$ cat src/hw/cmpctl_pkg.sv
// Purpose: Shared constants and types for the comparator control registers
// Assumes: 32-bit plain register port, byte offsets as word addresses
// Notes: Every offset and field position lives here, with the lock, control and read data reset values

package cmpctl_pkg;

	// ************************************************************
	// Register offsets
	// ************************************************************
	localparam logic [7:0] CLKSEL_OFS = 8'h04;
	localparam logic [7:0] WINDOW_OFS = 8'h08;
	localparam logic [7:0] LOCK_OFS = 8'h0c;
	localparam logic [7:0] CMP1_OFS = 8'h10;

	// ************************************************************
	// Field positions
	// ************************************************************
	localparam int FILT_BIT = 21;
	localparam int PWR_BIT = 20;
	localparam int RAW_BIT = 19;
	localparam int BLK_LSB = 16;
	localparam int HYST_LSB = 14;
	localparam int POL_BIT = 13;
	localparam int ROUTE_LSB = 9;
	localparam int PSEL_LSB = 5;
	localparam int NSEL_LSB = 1;
	localparam int EN_BIT = 0;
	localparam int LOCK_ONE_BIT = 0;
	localparam int LOCK_TWO_BIT = 1;
	localparam int LOCK_THREE_BIT = 2;

	// ************************************************************
	// Reset values and codes
	// ************************************************************
	localparam logic [31:0] REG_RESET = 32'h0000_0000;
	localparam logic [2:0] LOCK_RESET = 3'h0;
	localparam logic [2:0] BLK_NONE = 3'h0;
	localparam logic [2:0] BLK_TIMER_ONE = 3'h1;
	localparam logic [2:0] BLK_TIMER_EIGHT = 3'h2;
	localparam logic [2:0] NSEL_FIRST_FLOAT = 3'h5;
	localparam logic [3:0] ROUTE_ONE_BREAK = 4'h1;
	localparam logic [3:0] ROUTE_EIGHT_BREAK = 4'hd;
	localparam logic [3:0] ROUTE_BOTH_BREAK = 4'he;
	// Codes 0 and 12 connect nothing
	localparam logic [15:0] ROUTE_AVAIL_ALL = 16'heffe;

	// Writable control fields of comparator one
	typedef struct packed {
		logic power_speed_select;
		logic [2:0] blanking_source_select;
		logic [1:0] hysteresis_level;
		logic output_invert;
		logic [3:0] timer_route_select;
		logic [2:0] positive_input_select;
		logic [2:0] negative_input_select;
		logic enable;
	} cmpctl_ctrl_t;

	localparam cmpctl_ctrl_t CTRL_RESET = '0;

endpackage

$ cat src/hw/cmpctl_regs.sv
// Purpose: Control and status registers of the comparator block, comparator one path
// Assumes: Comparator outputs arrive asynchronously; blanking inputs are on clk
// Notes: Outputs are all registered; routing adds one cycle of latency

`timescale 1ns/10ps

// Behaviour
// - Clock select 0 picks fast source, 1 picks slow low-power source.
// - Window bit set ties comparator one and two non-inverting inputs together.
// - Lock bits are set by software and cleared only by reset.
// - A locked control register ignores writes; unlocked it is writable.
// - Bit 21 reads comparator one output after the digital filter.
// - Bit 20 selects normal or ultra low power, writable only unlocked.
// - Bit 19 reads the unfiltered comparator one output.
// - Blanking code 0 none, 1 timer one channel five, 2 timer eight.
// - Two-bit hysteresis field selects none, low, medium or high.
// - Polarity bit inverts the comparator one output to the timers; bits 21 and 19 read it uninverted.
// - Four-bit route field connects output to the selected timer input.
// - Routes to timers absent on a variant connect nothing.
// - Bits 7 to 5 select the non-inverting input source.
// - Window, lock and control registers read zero after reset; status bits 21 and 19 follow the pins.
// - Bits 3 to 1 select inverting input; codes 5 to 7 float.
// - Bit 0 switches comparator one on or off.
module cmpctl_regs #(
	parameter logic [15:0] ROUTE_AVAIL = cmpctl_pkg::ROUTE_AVAIL_ALL
) (
	input wire logic clk,
	input wire logic rst,
	input wire logic [7:0] addr,
	input wire logic [31:0] wdata,
	input wire logic wr,
	input wire logic rd,
	output logic [31:0] rdata,
	input wire logic raw_output_pin,
	input wire logic filtered_output_pin,
	input wire logic timer_one_blank,
	input wire logic timer_eight_blank,
	output logic low_power_clock_select,
	output logic window_pair_enable,
	output logic comparator_one_lock,
	output logic comparator_two_lock,
	output logic comparator_three_lock,
	output cmpctl_pkg::cmpctl_ctrl_t comparator_one_control,
	output logic negative_input_connected,
	output logic [15:0] timer_route_out,
	output logic timer_one_break_input,
	output logic timer_eight_break_input
);

	// ************************************************************
	// Storage
	// ************************************************************
	logic clksel_ff;
	logic window_ff;
	logic [2:0] lock_ff;
	cmpctl_pkg::cmpctl_ctrl_t ctrl_ff;
	logic raw_meta_ff;
	logic raw_sync_ff;
	logic filt_meta_ff;
	logic filt_sync_ff;
	logic [31:0] rdata_ff;
	logic nin_conn_ff;
	logic [15:0] route_ff;
	logic brk_one_ff;
	logic brk_eight_ff;

	// ************************************************************
	// Decode
	// ************************************************************
	wire logic hit_clksel = addr == cmpctl_pkg::CLKSEL_OFS;
	wire logic hit_window = addr == cmpctl_pkg::WINDOW_OFS;
	wire logic hit_lock = addr == cmpctl_pkg::LOCK_OFS;
	wire logic hit_cmp1 = addr == cmpctl_pkg::CMP1_OFS;
	wire logic wr_clksel = wr & hit_clksel;
	wire logic wr_window = wr & hit_window;
	wire logic wr_lock = wr & hit_lock;
	// Locked writes are dropped silently, the bus never sees an error
	wire logic wr_cmp1 = wr & hit_cmp1 & ~lock_ff[cmpctl_pkg::LOCK_ONE_BIT];

	wire cmpctl_pkg::cmpctl_ctrl_t wr_ctrl = '{
		power_speed_select: wdata[cmpctl_pkg::PWR_BIT],
		blanking_source_select: wdata[cmpctl_pkg::BLK_LSB +: 3],
		hysteresis_level: wdata[cmpctl_pkg::HYST_LSB +: 2],
		output_invert: wdata[cmpctl_pkg::POL_BIT],
		timer_route_select: wdata[cmpctl_pkg::ROUTE_LSB +: 4],
		positive_input_select: wdata[cmpctl_pkg::PSEL_LSB +: 3],
		negative_input_select: wdata[cmpctl_pkg::NSEL_LSB +: 3],
		enable: wdata[cmpctl_pkg::EN_BIT]
	};

	wire logic nxt_clksel = wr_clksel ? wdata[0] : clksel_ff;
	wire logic nxt_window = wr_window ? wdata[0] : window_ff;
	// Set-only: a written one sticks, a written zero does nothing
	wire logic [2:0] nxt_lock = wr_lock ? (lock_ff | wdata[2:0]) : lock_ff;
	wire cmpctl_pkg::cmpctl_ctrl_t nxt_ctrl = wr_cmp1 ? wr_ctrl : ctrl_ff;

	// ************************************************************
	// Read path
	// ************************************************************
	// Status bits come from the synchronisers only, never from wdata
	wire logic [31:0] cmp1_word = {10'h000, filt_sync_ff, ctrl_ff.power_speed_select,
		raw_sync_ff, ctrl_ff.blanking_source_select, ctrl_ff.hysteresis_level,
		ctrl_ff.output_invert, ctrl_ff.timer_route_select, 1'b0,
		ctrl_ff.positive_input_select, 1'b0, ctrl_ff.negative_input_select,
		ctrl_ff.enable};
	wire logic [31:0] rd_word = hit_cmp1 ? cmp1_word :
		hit_lock ? {29'h0000_0000, lock_ff} :
		hit_window ? {31'h0000_0000, window_ff} :
		hit_clksel ? {31'h0000_0000, clksel_ff} : 32'h0000_0000;
	wire logic [31:0] nxt_rdata = rd ? rd_word : 32'h0000_0000;

	// ************************************************************
	// Output path
	// ************************************************************
	wire logic cmp_pol = filt_sync_ff ^ ctrl_ff.output_invert;
	wire logic blank_on =
		(ctrl_ff.blanking_source_select == cmpctl_pkg::BLK_TIMER_ONE & timer_one_blank) |
		(ctrl_ff.blanking_source_select == cmpctl_pkg::BLK_TIMER_EIGHT &
		timer_eight_blank);
	wire logic cmp_live = cmp_pol & ~blank_on & ctrl_ff.enable;
	wire logic [15:0] nxt_route;
	wire logic nxt_nin_conn =
		ctrl_ff.negative_input_select < cmpctl_pkg::NSEL_FIRST_FLOAT;
	wire logic nxt_brk_one = nxt_route[cmpctl_pkg::ROUTE_ONE_BREAK] |
		nxt_route[cmpctl_pkg::ROUTE_BOTH_BREAK];
	wire logic nxt_brk_eight = nxt_route[cmpctl_pkg::ROUTE_EIGHT_BREAK] |
		nxt_route[cmpctl_pkg::ROUTE_BOTH_BREAK];

	genvar gi;
	generate
		for (gi = 0; gi < 16; gi++) begin : g_route
			// Unavailable codes fall out through the availability mask
			assign nxt_route[gi] = ROUTE_AVAIL[gi] & cmp_live &
				(ctrl_ff.timer_route_select == 4'(gi));
		end
	endgenerate

	// ************************************************************
	// Registers
	// ************************************************************
	always_ff @(posedge clk) begin
		raw_meta_ff <= raw_output_pin;
		raw_sync_ff <= raw_meta_ff;
		filt_meta_ff <= filtered_output_pin;
		filt_sync_ff <= filt_meta_ff;
	end

	always_ff @(posedge clk) begin
		if (rst) begin
			clksel_ff <= 1'b0;
			window_ff <= 1'b0;
			lock_ff <= cmpctl_pkg::LOCK_RESET;
			ctrl_ff <= cmpctl_pkg::CTRL_RESET;
			rdata_ff <= cmpctl_pkg::REG_RESET;
		end else begin
			clksel_ff <= nxt_clksel;
			window_ff <= nxt_window;
			lock_ff <= nxt_lock;
			ctrl_ff <= nxt_ctrl;
			rdata_ff <= nxt_rdata;
		end
	end

	always_ff @(posedge clk) begin
		if (rst) begin
			route_ff <= 16'h0000;
			brk_one_ff <= 1'b0;
			brk_eight_ff <= 1'b0;
			nin_conn_ff <= 1'b1;
		end else begin
			route_ff <= nxt_route;
			brk_one_ff <= nxt_brk_one;
			brk_eight_ff <= nxt_brk_eight;
			nin_conn_ff <= nxt_nin_conn;
		end
	end

	assign rdata = rdata_ff;
	assign low_power_clock_select = clksel_ff;
	assign window_pair_enable = window_ff;
	assign comparator_one_lock = lock_ff[cmpctl_pkg::LOCK_ONE_BIT];
	assign comparator_two_lock = lock_ff[cmpctl_pkg::LOCK_TWO_BIT];
	assign comparator_three_lock = lock_ff[cmpctl_pkg::LOCK_THREE_BIT];
	// Hysteresis and input selects go straight to the analogue front end
	assign comparator_one_control = ctrl_ff;
	assign negative_input_connected = nin_conn_ff;
	assign timer_route_out = route_ff;
	assign timer_one_break_input = brk_one_ff;
	assign timer_eight_break_input = brk_eight_ff;

	// ************************************************************
	// Checks
	// ************************************************************
	chk_clock_select: assert property (@(posedge clk) disable iff (rst)
		wr_clksel |=> low_power_clock_select == $past(wdata[0]))
		else $error("clock select did not follow write");

	chk_window_pair: assert property (@(posedge clk) disable iff (rst)
		wr && addr == cmpctl_pkg::WINDOW_OFS |=> window_pair_enable == $past(wdata[0]))
		else $error("window pairing did not follow write");

	// The first cycle after reset would compare against the pre-reset value, so skip it
	chk_lock_sticky: assert property (@(posedge clk) disable iff (rst)
		!$past(rst) |-> ($past(lock_ff) & ~lock_ff) == 3'h0)
		else $error("lock bit cleared without reset");

	chk_locked_hold: assert property (@(posedge clk) disable iff (rst)
		wr && hit_cmp1 && comparator_one_lock |=> $stable(comparator_one_control))
		else $error("locked control register changed");

	chk_power_write: assert property (@(posedge clk) disable iff (rst)
		wr && hit_cmp1 && !comparator_one_lock |=>
		comparator_one_control.power_speed_select == $past(wdata[cmpctl_pkg::PWR_BIT]))
		else $error("power mode not written while unlocked");

	chk_status_read: assert property (@(posedge clk) disable iff (rst)
		rd && hit_cmp1 |=> rdata[cmpctl_pkg::FILT_BIT] == $past(filt_sync_ff) &&
		rdata[cmpctl_pkg::RAW_BIT] == $past(raw_sync_ff))
		else $error("status bits misread");

	chk_blank_gate: assert property (@(posedge clk) disable iff (rst)
		ctrl_ff.blanking_source_select == cmpctl_pkg::BLK_TIMER_ONE && timer_one_blank
		|=> timer_route_out == 16'h0000)
		else $error("blanked output still routed");

	chk_route_select: assert property (@(posedge clk) disable iff (rst)
		$onehot0(timer_route_out) && (timer_route_out & ~ROUTE_AVAIL) == 16'h0000)
		else $error("route output not a single available code");

	chk_off_silent: assert property (@(posedge clk) disable iff (rst)
		!ctrl_ff.enable |=> timer_route_out == 16'h0000)
		else $error("disabled comparator drives a route");

	chk_reset_zero: assert property (@(posedge clk)
		rst |=> lock_ff == 3'h0 && ctrl_ff == '0 && window_ff == 1'b0)
		else $error("registers not zero after reset");

	chk_float_flag: assert property (@(posedge clk) disable iff (rst)
		ctrl_ff.negative_input_select >= cmpctl_pkg::NSEL_FIRST_FLOAT [*2]
		|-> !negative_input_connected)
		else $error("floating inverting input flagged connected");

	chk_minus_connected: assert property (@(posedge clk) disable iff (rst)
		ctrl_ff.negative_input_select < cmpctl_pkg::NSEL_FIRST_FLOAT [*2]
		|-> negative_input_connected)
		else $error("selected inverting input flagged floating");

	// Only the write strobe may move the control fields
	chk_hold_idle: assert property (@(posedge clk) disable iff (rst)
		!wr |=> $stable(comparator_one_control))
		else $error("control register changed without a write");

	chk_lock_set: assert property (@(posedge clk) disable iff (rst)
		wr && hit_lock |=> (lock_ff & $past(wdata[2:0])) == $past(wdata[2:0]))
		else $error("written lock bit did not set");

	chk_lock_read: assert property (@(posedge clk) disable iff (rst)
		rd && hit_lock |=> rdata == {29'h0, $past(comparator_three_lock),
		$past(comparator_two_lock), $past(comparator_one_lock)})
		else $error("lock bits misread");

	chk_control_read: assert property (@(posedge clk) disable iff (rst)
		rd && hit_cmp1 |=>
		rdata[cmpctl_pkg::HYST_LSB +: 2] == $past(ctrl_ff.hysteresis_level) &&
		rdata[cmpctl_pkg::PSEL_LSB +: 3] == $past(ctrl_ff.positive_input_select))
		else $error("control fields misread");

	chk_reserved_zero: assert property (@(posedge clk) disable iff (rst)
		rd && hit_cmp1 |=> rdata[31:22] == 10'h000 && !rdata[8] && !rdata[4])
		else $error("reserved control bits read nonzero");

	// ************************************************************
	// Output path checks
	// ************************************************************
	// Judged against the synchronised pin and the fields, not against the live term,
	// so a broken gate inside that term still shows up here
	chk_blank_eight: assert property (@(posedge clk) disable iff (rst)
		ctrl_ff.blanking_source_select == cmpctl_pkg::BLK_TIMER_EIGHT && timer_eight_blank
		|=> timer_route_out == 16'h0000)
		else $error("timer eight blanking ignored");

	chk_invert_low: assert property (@(posedge clk) disable iff (rst)
		ctrl_ff.blanking_source_select == cmpctl_pkg::BLK_NONE &&
		filt_sync_ff == ctrl_ff.output_invert |=> timer_route_out == 16'h0000)
		else $error("low comparator output still routed");

	chk_invert_high: assert property (@(posedge clk) disable iff (rst)
		ctrl_ff.enable && ctrl_ff.blanking_source_select == cmpctl_pkg::BLK_NONE &&
		filt_sync_ff != ctrl_ff.output_invert && ROUTE_AVAIL[ctrl_ff.timer_route_select]
		|=> timer_route_out == 16'h0001 << $past(ctrl_ff.timer_route_select))
		else $error("high comparator output not routed");

	chk_break_one: assert property (@(posedge clk) disable iff (rst)
		timer_one_break_input == (timer_route_out[cmpctl_pkg::ROUTE_ONE_BREAK] ||
		timer_route_out[cmpctl_pkg::ROUTE_BOTH_BREAK]))
		else $error("timer one break input disagrees with route");

	chk_break_eight: assert property (@(posedge clk) disable iff (rst)
		timer_eight_break_input == (timer_route_out[cmpctl_pkg::ROUTE_EIGHT_BREAK] ||
		timer_route_out[cmpctl_pkg::ROUTE_BOTH_BREAK]))
		else $error("timer eight break input disagrees with route");

endmodule

$ cat config.mk
export PLATFORM = sky130hd
export DESIGN_NAME = cmpctl_regs
export DESIGN_NICKNAME = d
export VERILOG_FILES = /design/src/hw/cmpctl_pkg.sv /design/src/hw/cmpctl_regs.sv
export SDC_FILE = /design/constraint.sdc
export NUM_CORES = 1
export LEC_CHECK = 0
export ABC_AREA = 1
export BUFFER_PORTS_ARGS = -buffer_cell sky130_fd_sc_hd__buf_2
export CAP_MARGIN = 20
export CORE_AREA = 2 2 74 76
export CTS_CLUSTER_DIAMETER = 150
export DETAILED_ROUTE_END_ITERATION = 10
export DIE_AREA = 0 0 76 78
export GPL_TIMING_DRIVEN = 0
export HOLD_SLACK_MARGIN = 0.08
export PLACE_DENSITY = 0.87
export SLEW_MARGIN = 20
export SYNTH_ARGS = -nofsm -noshare
export SYNTH_HDL_FRONTEND = slang
export SYNTH_SLANG_ARGS = --single-unit
$ cat constraint.sdc
create_clock -name clk -period 3.2 [get_ports clk]
set_clock_uncertainty 0.2 [all_clocks]
set_input_delay 0.16 -clock clk [delete_from_list [all_inputs] [get_ports clk]]
set_output_delay 0.16 -clock clk [all_outputs]
set_load 0.02 [all_outputs]
==> results of run 1 <==
## power groups by stage
stage               Clock [W]  Combinational [W]  Sequential, W
floorplan                   0          0.0000517       0.000819
global placement            0          0.0000800       0.000819
detailed placement          0          0.0000811       0.000819
CTS                  0.000665           0.000104       0.000801
global route         0.000699           0.000116       0.000801
finish               0.000652           0.000107       0.000801
## stage by stage
step / total power [W] / cells / setup WS (ns) / hold WS (ns)
floorplan: 0.000871 / 326 / 1.79 / -0.0123
global placement: 0.000899 / 488 / 1.72 / 0.0632
detailed placement: 0.000900 / 488 / 1.71 / 0.0641
CTS: 0.00157 / 529 / 1.31 / 0.0830
global route: 0.00162 / 529 / 1.13 / 0.131
finish: 0.00156 / 529 / 1.24 / 0.106
## routing by layer
metal | track usage | part of all wire
met1 | 0.234 | 0.41
met2 | 0.373 | 0.49
met3 | 0.0547 | 0.075
met4 | 0.104 | 0.019
met5 | 0 | 0
## area by class of cell
| cell class | count | area, sq um | area share |
|---|---|---|---|
| inverter | 39 | 146 | 0.0419 |
| tap | 70 | 87.6 | 0.0251 |
| clock buffer | 11 | 141 | 0.0405 |
| sequential | 64 | 1280 | 0.367 |
| multi-input combinational | 201 | 903 | 0.259 |
| timing repair buffer | 118 | 721 | 0.206 |
| clock inverter | 4 | 45.0 | 0.0129 |
| buffer | 22 | 165 | 0.0473 |
## cell families after synthesis
family          Yosys count  share of synthesized area
compound gates           11                     0.0235
other cells               1                    0.00153
simple gates            176                      0.324
buf+inv                  61                      0.127
flops                    64                      0.524
## repair_timing
action,CTS,global route
hold buffers,26,0
endpoints found under the setup margin,0,0
endpoints found under the hold margin,30,0
## Yosys cell counts, types with 3 or more instances
| cell type | instances |
|---|---|
| a21oi_1 | 8 |
| buf_2 | 3 |
| buf_4 | 14 |
| dfxtp_1 | 64 |
| inv_1 | 33 |
| inv_2 | 5 |
| nand2_1 | 67 |
| nand2_2 | 4 |
| nand3_1 | 12 |
| nor2_1 | 74 |
| nor2_2 | 6 |
| nor2_4 | 7 |
## worst min-delay path: cells and delay by family
kind,cells,cell delay [ns]
AO/OA/AOI/OAI,1,0.06
buffers and inverters,1,0.09
AND/OR/NAND/NOR,4,0.26
## sequential cells by signal, indices dropped and copies added (netlist names), 3 cells and up
| register | cells |
|---|---|
| lock_ff | 3 |
| rdata | 20 |
| timer_route_out | 14 |
| comparator_one_control | 18 |
## worst paths after layout
kind	end	start	slack, ns	depth (start not counted)
setup / recovery	rdata[0]$_SDFF_PP0_	addr[3]	1.24	10
hold / removal	window_pair_enable$_SDFFE_PP0P_	addr[1]	0.11	6
setup reg to reg	timer_route_out[9]$_SDFF_PP0_	comparator_one_control[11]$_SDFFE_PP0P_	1.71	7
hold reg to reg	raw_sync_ff$_DFF_P_	raw_meta_ff$_DFF_P_	0.13	0
==> summary.md, run 1 <==
| Metric | Value |
|---|---|
| PD cells | approximately 450 nW/um^2 |
| CP peak stage delay | 0.56 ns |
| Area Overhead vs Synth | 42.6% |
| Slew of the pin with the lowest slew margin | ~0.53 ns |
| Avg Cell Area, Syn | just under 8 sq um |
| Final TNS setup | 0 ns |
| Fraction of layout cells with a size suffix above 1 | 0.327 |
| CP Data Required Time | 3.26 ns |
| Switching share of power | 0.215 |
| Synth top area share | 0.524 |
| Layout fillers | between 300 and 400 |
| Worst path slowest cell | dlygate4sd3_1 |
| Vias | ~2300 |
| Int Pwr | ~0.0012 W |
| DR iter-0 viols | approximately 110 |
| Main flop type after synthesis | dfxtp_1 |
| CP most frequent cell | nor2_1 |
| # nets final | between 500 and 600 |
| Port Buf Inserts | slightly above 90 |
| Global router's overall resource usage | 0.210 |
| Initial antenna violation count | 0 |
| MaxCap Viol Count | 0 |
| DRT antenna net count | 0 |
| Sequential Power Share | 0.513 |
| Count of buffer and inverter cells on the critical path | 3 |
| CP delay by family, top | buffers and inverters |
| YS warnings | 0 |
| Wire length of the first global-routing pass | between 9 and 10 mm |
| H-tree levels | 3 |
| CP startpoint kind | input pin |
| Post-synth EDFFs | 0 |
| Chip width | between 70 and 80 um |
| CP Max Fanout | 4 |
| CP arrival | between 2 and 2.5 ns |
| Remaining Overflow, GRT | 0 |
| Clock sink total | 64 |
| Total CTS buffers | 9 |
| Max-slew violations | 0 |
| VDD IR max | roughly 0.27 mV |
| Antenna cells | 0 |
| Final Cycle Share | 0.612 |
| Synthesized flop and latch total | between 60 and 70 |
| Final Instance Area | ~3500 sq um |
| Sequential area share after synthesis | 0.524 |
| Post-CTS setup repair buffer count | 0 |
| Post-layout min period | ~2.0 ns |
| FMAX | around 500 MHz |
| Pre-Repair DR Iteration Count | 4 |
| Cell Chain, Critical Path | dlygate4sd3_1 > buf_2 > nor2_1 > nand2_1 > dlygate4sd3_1 > nor2_1 > nand2_1 > nand2_1 > nor2_1 > nor2_1 |
| Number of global-route vias before repair | approximately 2200 |
| Synth async-reset ratio | 0 |
| Largest net degree at the start of global routing | 11 |
| Commonest non-fill, non-tap cells in the layout | buf_2 (95), nor2_1 (74), nand2_1 (67) |
| Post_cts resized | 0 |
| Worst slew margin | 0.643 |
| Root buf cell | clkbuf_8 |
| Wire per inst | approximately 11 um |
| RePlAce Congestion | around 0.86 |
| Largest area contributor in the netlist | dfxtp_1 |
| Vias per cell | approximately 4.4 |
| LEAKAGE | between 1.5 and 2 nW |
| Ports | between 100 and 150 |
| Status | finished, final reports clean |
| Commonest non-fill, non-tap cell in the layout | buf_2 |
| Clock-pin slew on the worst setup and hold paths | ~0.06 ns |
| Post-synth design cell area | around 2400 sq um |
| Die area | around 5900 sq um |
| Final WL | between 5 and 6 mm |
| Die height | roughly 80 um |
| Post-synthesis cell count | ~310 |
| Fin. Hold Viols | 0 |
| Synth top area cells | dfxtp_1 (52%), nor2_1 (11%), nand2_1 (10%), inv_1 (5.1%), buf_4 (4.3%) |
| Initial Utilization | 0.485 |
| Worst setup path class | in -> reg |
| CTS tree | yes |
| CORE AREA | slightly above 5000 sq um |
| Clock Power Share | 0.418 |
| P_sw | 0.000335 W |
| Final setup vio count | 0 |
| DP Area | roughly 3000 sq um |
| DRC errors left | 0 |
| CP Capture Type | flop |
| CTS max path bufs | 2 |
| Final HPWL DP | 4.08 mm |
| Fin util | 0.692 |
| Gate power share | 0.069 |
| Synth cell types | 24 |
| Row cnt | 26 |
| Clk_lat worst skew | roughly 0.33 ns |
| RSZ-0062 raised after global routing | no |
| Worst Hold Class | in -> reg |
Note: power is estimated with default switching activity, not from simulation.
==> inputs of run 2 (changes only) <==
--- a/config.mk
+++ b/config.mk
@@ -8,13 +8,13 @@
 export ABC_AREA = 1
 export BUFFER_PORTS_ARGS = -buffer_cell sky130_fd_sc_hd__buf_2
 export CAP_MARGIN = 20
-export CORE_AREA = 2 2 74 76
+export CORE_AREA = 2 2 81 83
 export CTS_CLUSTER_DIAMETER = 150
 export DETAILED_ROUTE_END_ITERATION = 10
-export DIE_AREA = 0 0 76 78
+export DIE_AREA = 0 0 83 85
 export GPL_TIMING_DRIVEN = 0
 export HOLD_SLACK_MARGIN = 0.08
-export PLACE_DENSITY = 0.87
+export PLACE_DENSITY = 0.78
 export SLEW_MARGIN = 20
 export SYNTH_ARGS = -nofsm -noshare
 export SYNTH_HDL_FRONTEND = slang
==> constraint.sdc (replaced) <==
create_clock -name clk -period 1.8 [get_ports clk]
set_clock_uncertainty 0.2 [all_clocks]
set_input_delay 0.09 -clock clk [delete_from_list [all_inputs] [get_ports clk]]
set_output_delay 0.09 -clock clk [all_outputs]
set_load 0.02 [all_outputs]
==> run 2 against run 1 <==
Net effect: routed wire length up 8.7%; flip-flop and latch count unchanged; sequential power rose by 77%; cell count grew 2.8%; clock power up 130%; worst setup slack lost 1.2 ns; sequential share of layout area fell by 1.4 points; non-clock buffer count rose by 7.
==> summary.md, run 2 (synthesis results as in run 1) <==
| Metric | Value |
|---|---|
| Status | finished, final reports clean |
| CTS max path bufs | 2 (unchanged) |
| Sequential Power Share | 0.455 (-0.058) |
| Final WL | 6.47 mm (+8.7%) |
| RSZ-0062 raised after global routing | no |
| Die area | 7060 sq um (+19%) |
| Wire length of the first global-routing pass | 10.4 mm (+6.4%) |
| Clk_lat worst skew | 0.35 ns (+0.02 ns) |
| Fraction of layout cells with a size suffix above 1 | 0.323 (-0.00346) |
| Fin util | 0.585 (-0.107) |
| Clock sink total | 64 (unchanged) |
| Final Cycle Share | 0.956 |
| DRT antenna net count | 0 (unchanged) |
| FMAX | around 580 MHz |
| # nets final | 510 (+1.4%) |
| Final TNS setup | 0 ns (unchanged) |
| RePlAce Congestion | 0.781 (-8.9%) |
| H-tree levels | 3 (unchanged) |
| Max FFs per register | 20 (unchanged) |
| Total CTS buffers | 9 (unchanged) |
| VDD IR max | 0.544 mV (+100%) |
| Root buf cell | clkbuf_8 |
| Placed Instances | 495 (+1.4%) |
| CP arrival | 1.79 ns (-0.23 ns) |
| Clock Power Share | 0.480 (+0.062) |
| Clock-pin slew on the worst setup and hold paths | 0.06 ns (about the same) |
| CP Capture Type | flop |
| Non-Filler Instances | 544 (+2.8%) |
| Commonest non-fill, non-tap cells in the layout | buf_2 (95), nor2_1 (74), nand2_1 (67) |
| CP Data Required Time | 1.87 ns (-1.39 ns) |
| Post-CTS setup repair buffer count | 0 (unchanged) |
| Row cnt | 29 (+12%) |
| Area Overhead vs Synth | 48.4% |
| Worst slew margin | 0.628 (-0.0151) |
| Initial antenna violation count | 0 (unchanged) |
| Worst setup path class | in -> reg |
| Number of global-route vias before repair | 2321 (+4.5%) |
| Int Pwr | 0.00248 W (+100%) |
| P_sw | 0.000643 W (+92%) |
| Final setup vio count | 0 (unchanged) |
| Vias per cell | 4.34 (-0.35%) |
| Final HPWL DP | 4.33 mm (+6.2%) |
| Chip width | 83 um (+9.2%) |
| Antenna cells | 0 (unchanged) |
| CP startpoint kind | input pin |
| MaxCap Viol Count | 0 (unchanged) |
| Vias | 2363 (+2.5%) |
| Worst Hold Class | in -> reg |
| Hold slack final | 0.110 ns (+0.00397 ns) |
| Max-slew violations | 0 (unchanged) |
| DR iter-0 viols | 91 (-18%) |
| Largest net degree at the start of global routing | 12 (+1) |
| R2R Setup Slk | 0.29 ns (-1.42 ns) |
| Wire per inst | 11.9 um (+5.7%) |
| CORE AREA | 6200 sq um (+23%) |
| Pre-Repair DR Iteration Count | 4 (unchanged) |
| Initial Utilization | 0.394 (-0.0909) |
| Switching share of power | 0.206 (-0.00870) |
| Ports | 122 (unchanged) |
| Slew of the pin with the lowest slew margin | 0.558 ns (+0.0226 ns) |
| Remaining Overflow, GRT | 0 (unchanged) |
| Commonest non-fill, non-tap cell in the layout | buf_2 |
| CP Max Fanout | 4 (unchanged) |
| LEAKAGE | 1.96 nW (+3.5%) |
| Die height | 85 um (+9.0%) |
| Post-layout min period | around 1.7 ns |
| DRC errors left | 0 (unchanged) |
| Fin. Hold Viols | 0 (unchanged) |
| Port Buf Inserts | 92 (unchanged) |
| Global router's overall resource usage | 0.188 (-0.0218) |
| Gate power share | 0.065 (-0.004) |
| CTS tree | yes |
| PD cells | 861 nW/um^2 (+93%) |
==> run 2: cell types whose count changed in the layout (fill, tap and decap cells not counted), sizes merged <==
cell,previous run,this run
bufinv,1,3
dlygate4sd3,26,32
dlymetal6s4s,0,1
clkinv,4,3
==> run 2: area by class of cell <==
cell class,count,area (sq um)
Clock buffer,11,141
Fill cell,561,2570
Tap cell,77,96.3
Clock inverter,5,104
Timing Repair Buffer,125,793
Multi-Input combinational cell,201,903
Buffer,22,165
Sequential cell,64,1280
Inverter,39,146
==> run 2: worst max-delay path: stages <==
cell	delay, ns
dlygate4sd3_1	0.52
buf_2	0.14
nand3_1	0.08
nor2_1	0.18
nand3_1	0.10
dlygate4sd3_1	0.57
a21oi_1	0.11
==> run 2: path summary, 6_finish.rpt <==
kind	startpoint	depth (start not counted)	end
max	addr[2]	7	lock_ff[2]$_SDFFE_PP0P_
min	addr[0]	8	rdata[2]$_SDFF_PP0_
max reg2reg	comparator_one_control[11]$_SDFFE_PP0P_	7	timer_route_out[9]$_SDFF_PP0_
min reg2reg	filt_meta_ff$_DFF_P_	0	filt_sync_ff$_DFF_P_
==> run 2: timing repair <==
item,in CTS,in global routing
endpoints found under the setup margin,0,3
hold buffers,33,0
resized for setup,0,1
endpoints found under the hold margin,34,0
==> run 2: stage by stage <==
step	area (sq um)	worst slack (ns)	total power, W
2_1_floorplan	2500	0.386	0.00155
3_3_place_gp	3050	0.355	0.00160
3_5_place_dp	3050	0.306	0.00160
4_1_cts	3630	0.0145	0.00316
5_1_grt	3630	0.0370	0.00324
6_report	3630	0.0800	0.00313
==> run 2: power groups by stage <==
stage,logic (W),clock network (W),registers [W]
2_1_floorplan,0.0000919,0,0.00146
3_3_place_gp,0.000145,0,0.00146
3_5_place_dp,0.000147,0,0.00146
4_1_cts,0.000199,0.00153,0.00142
5_1_grt,0.000219,0.00160,0.00142
6_report,0.000202,0.00150,0.00142
==> run 2: metal layers <==
layer  global-route usage  wire length [um]  share of wire  vias to the layer above
li1                     -                 -              -                     1204
met1                0.201              2640           0.41                     1070
met2                0.342              3310           0.51                       79
met3               0.0739               421          0.065                       10
met4               0.0581                93          0.014                        0
met5                    0                 0              0                        -
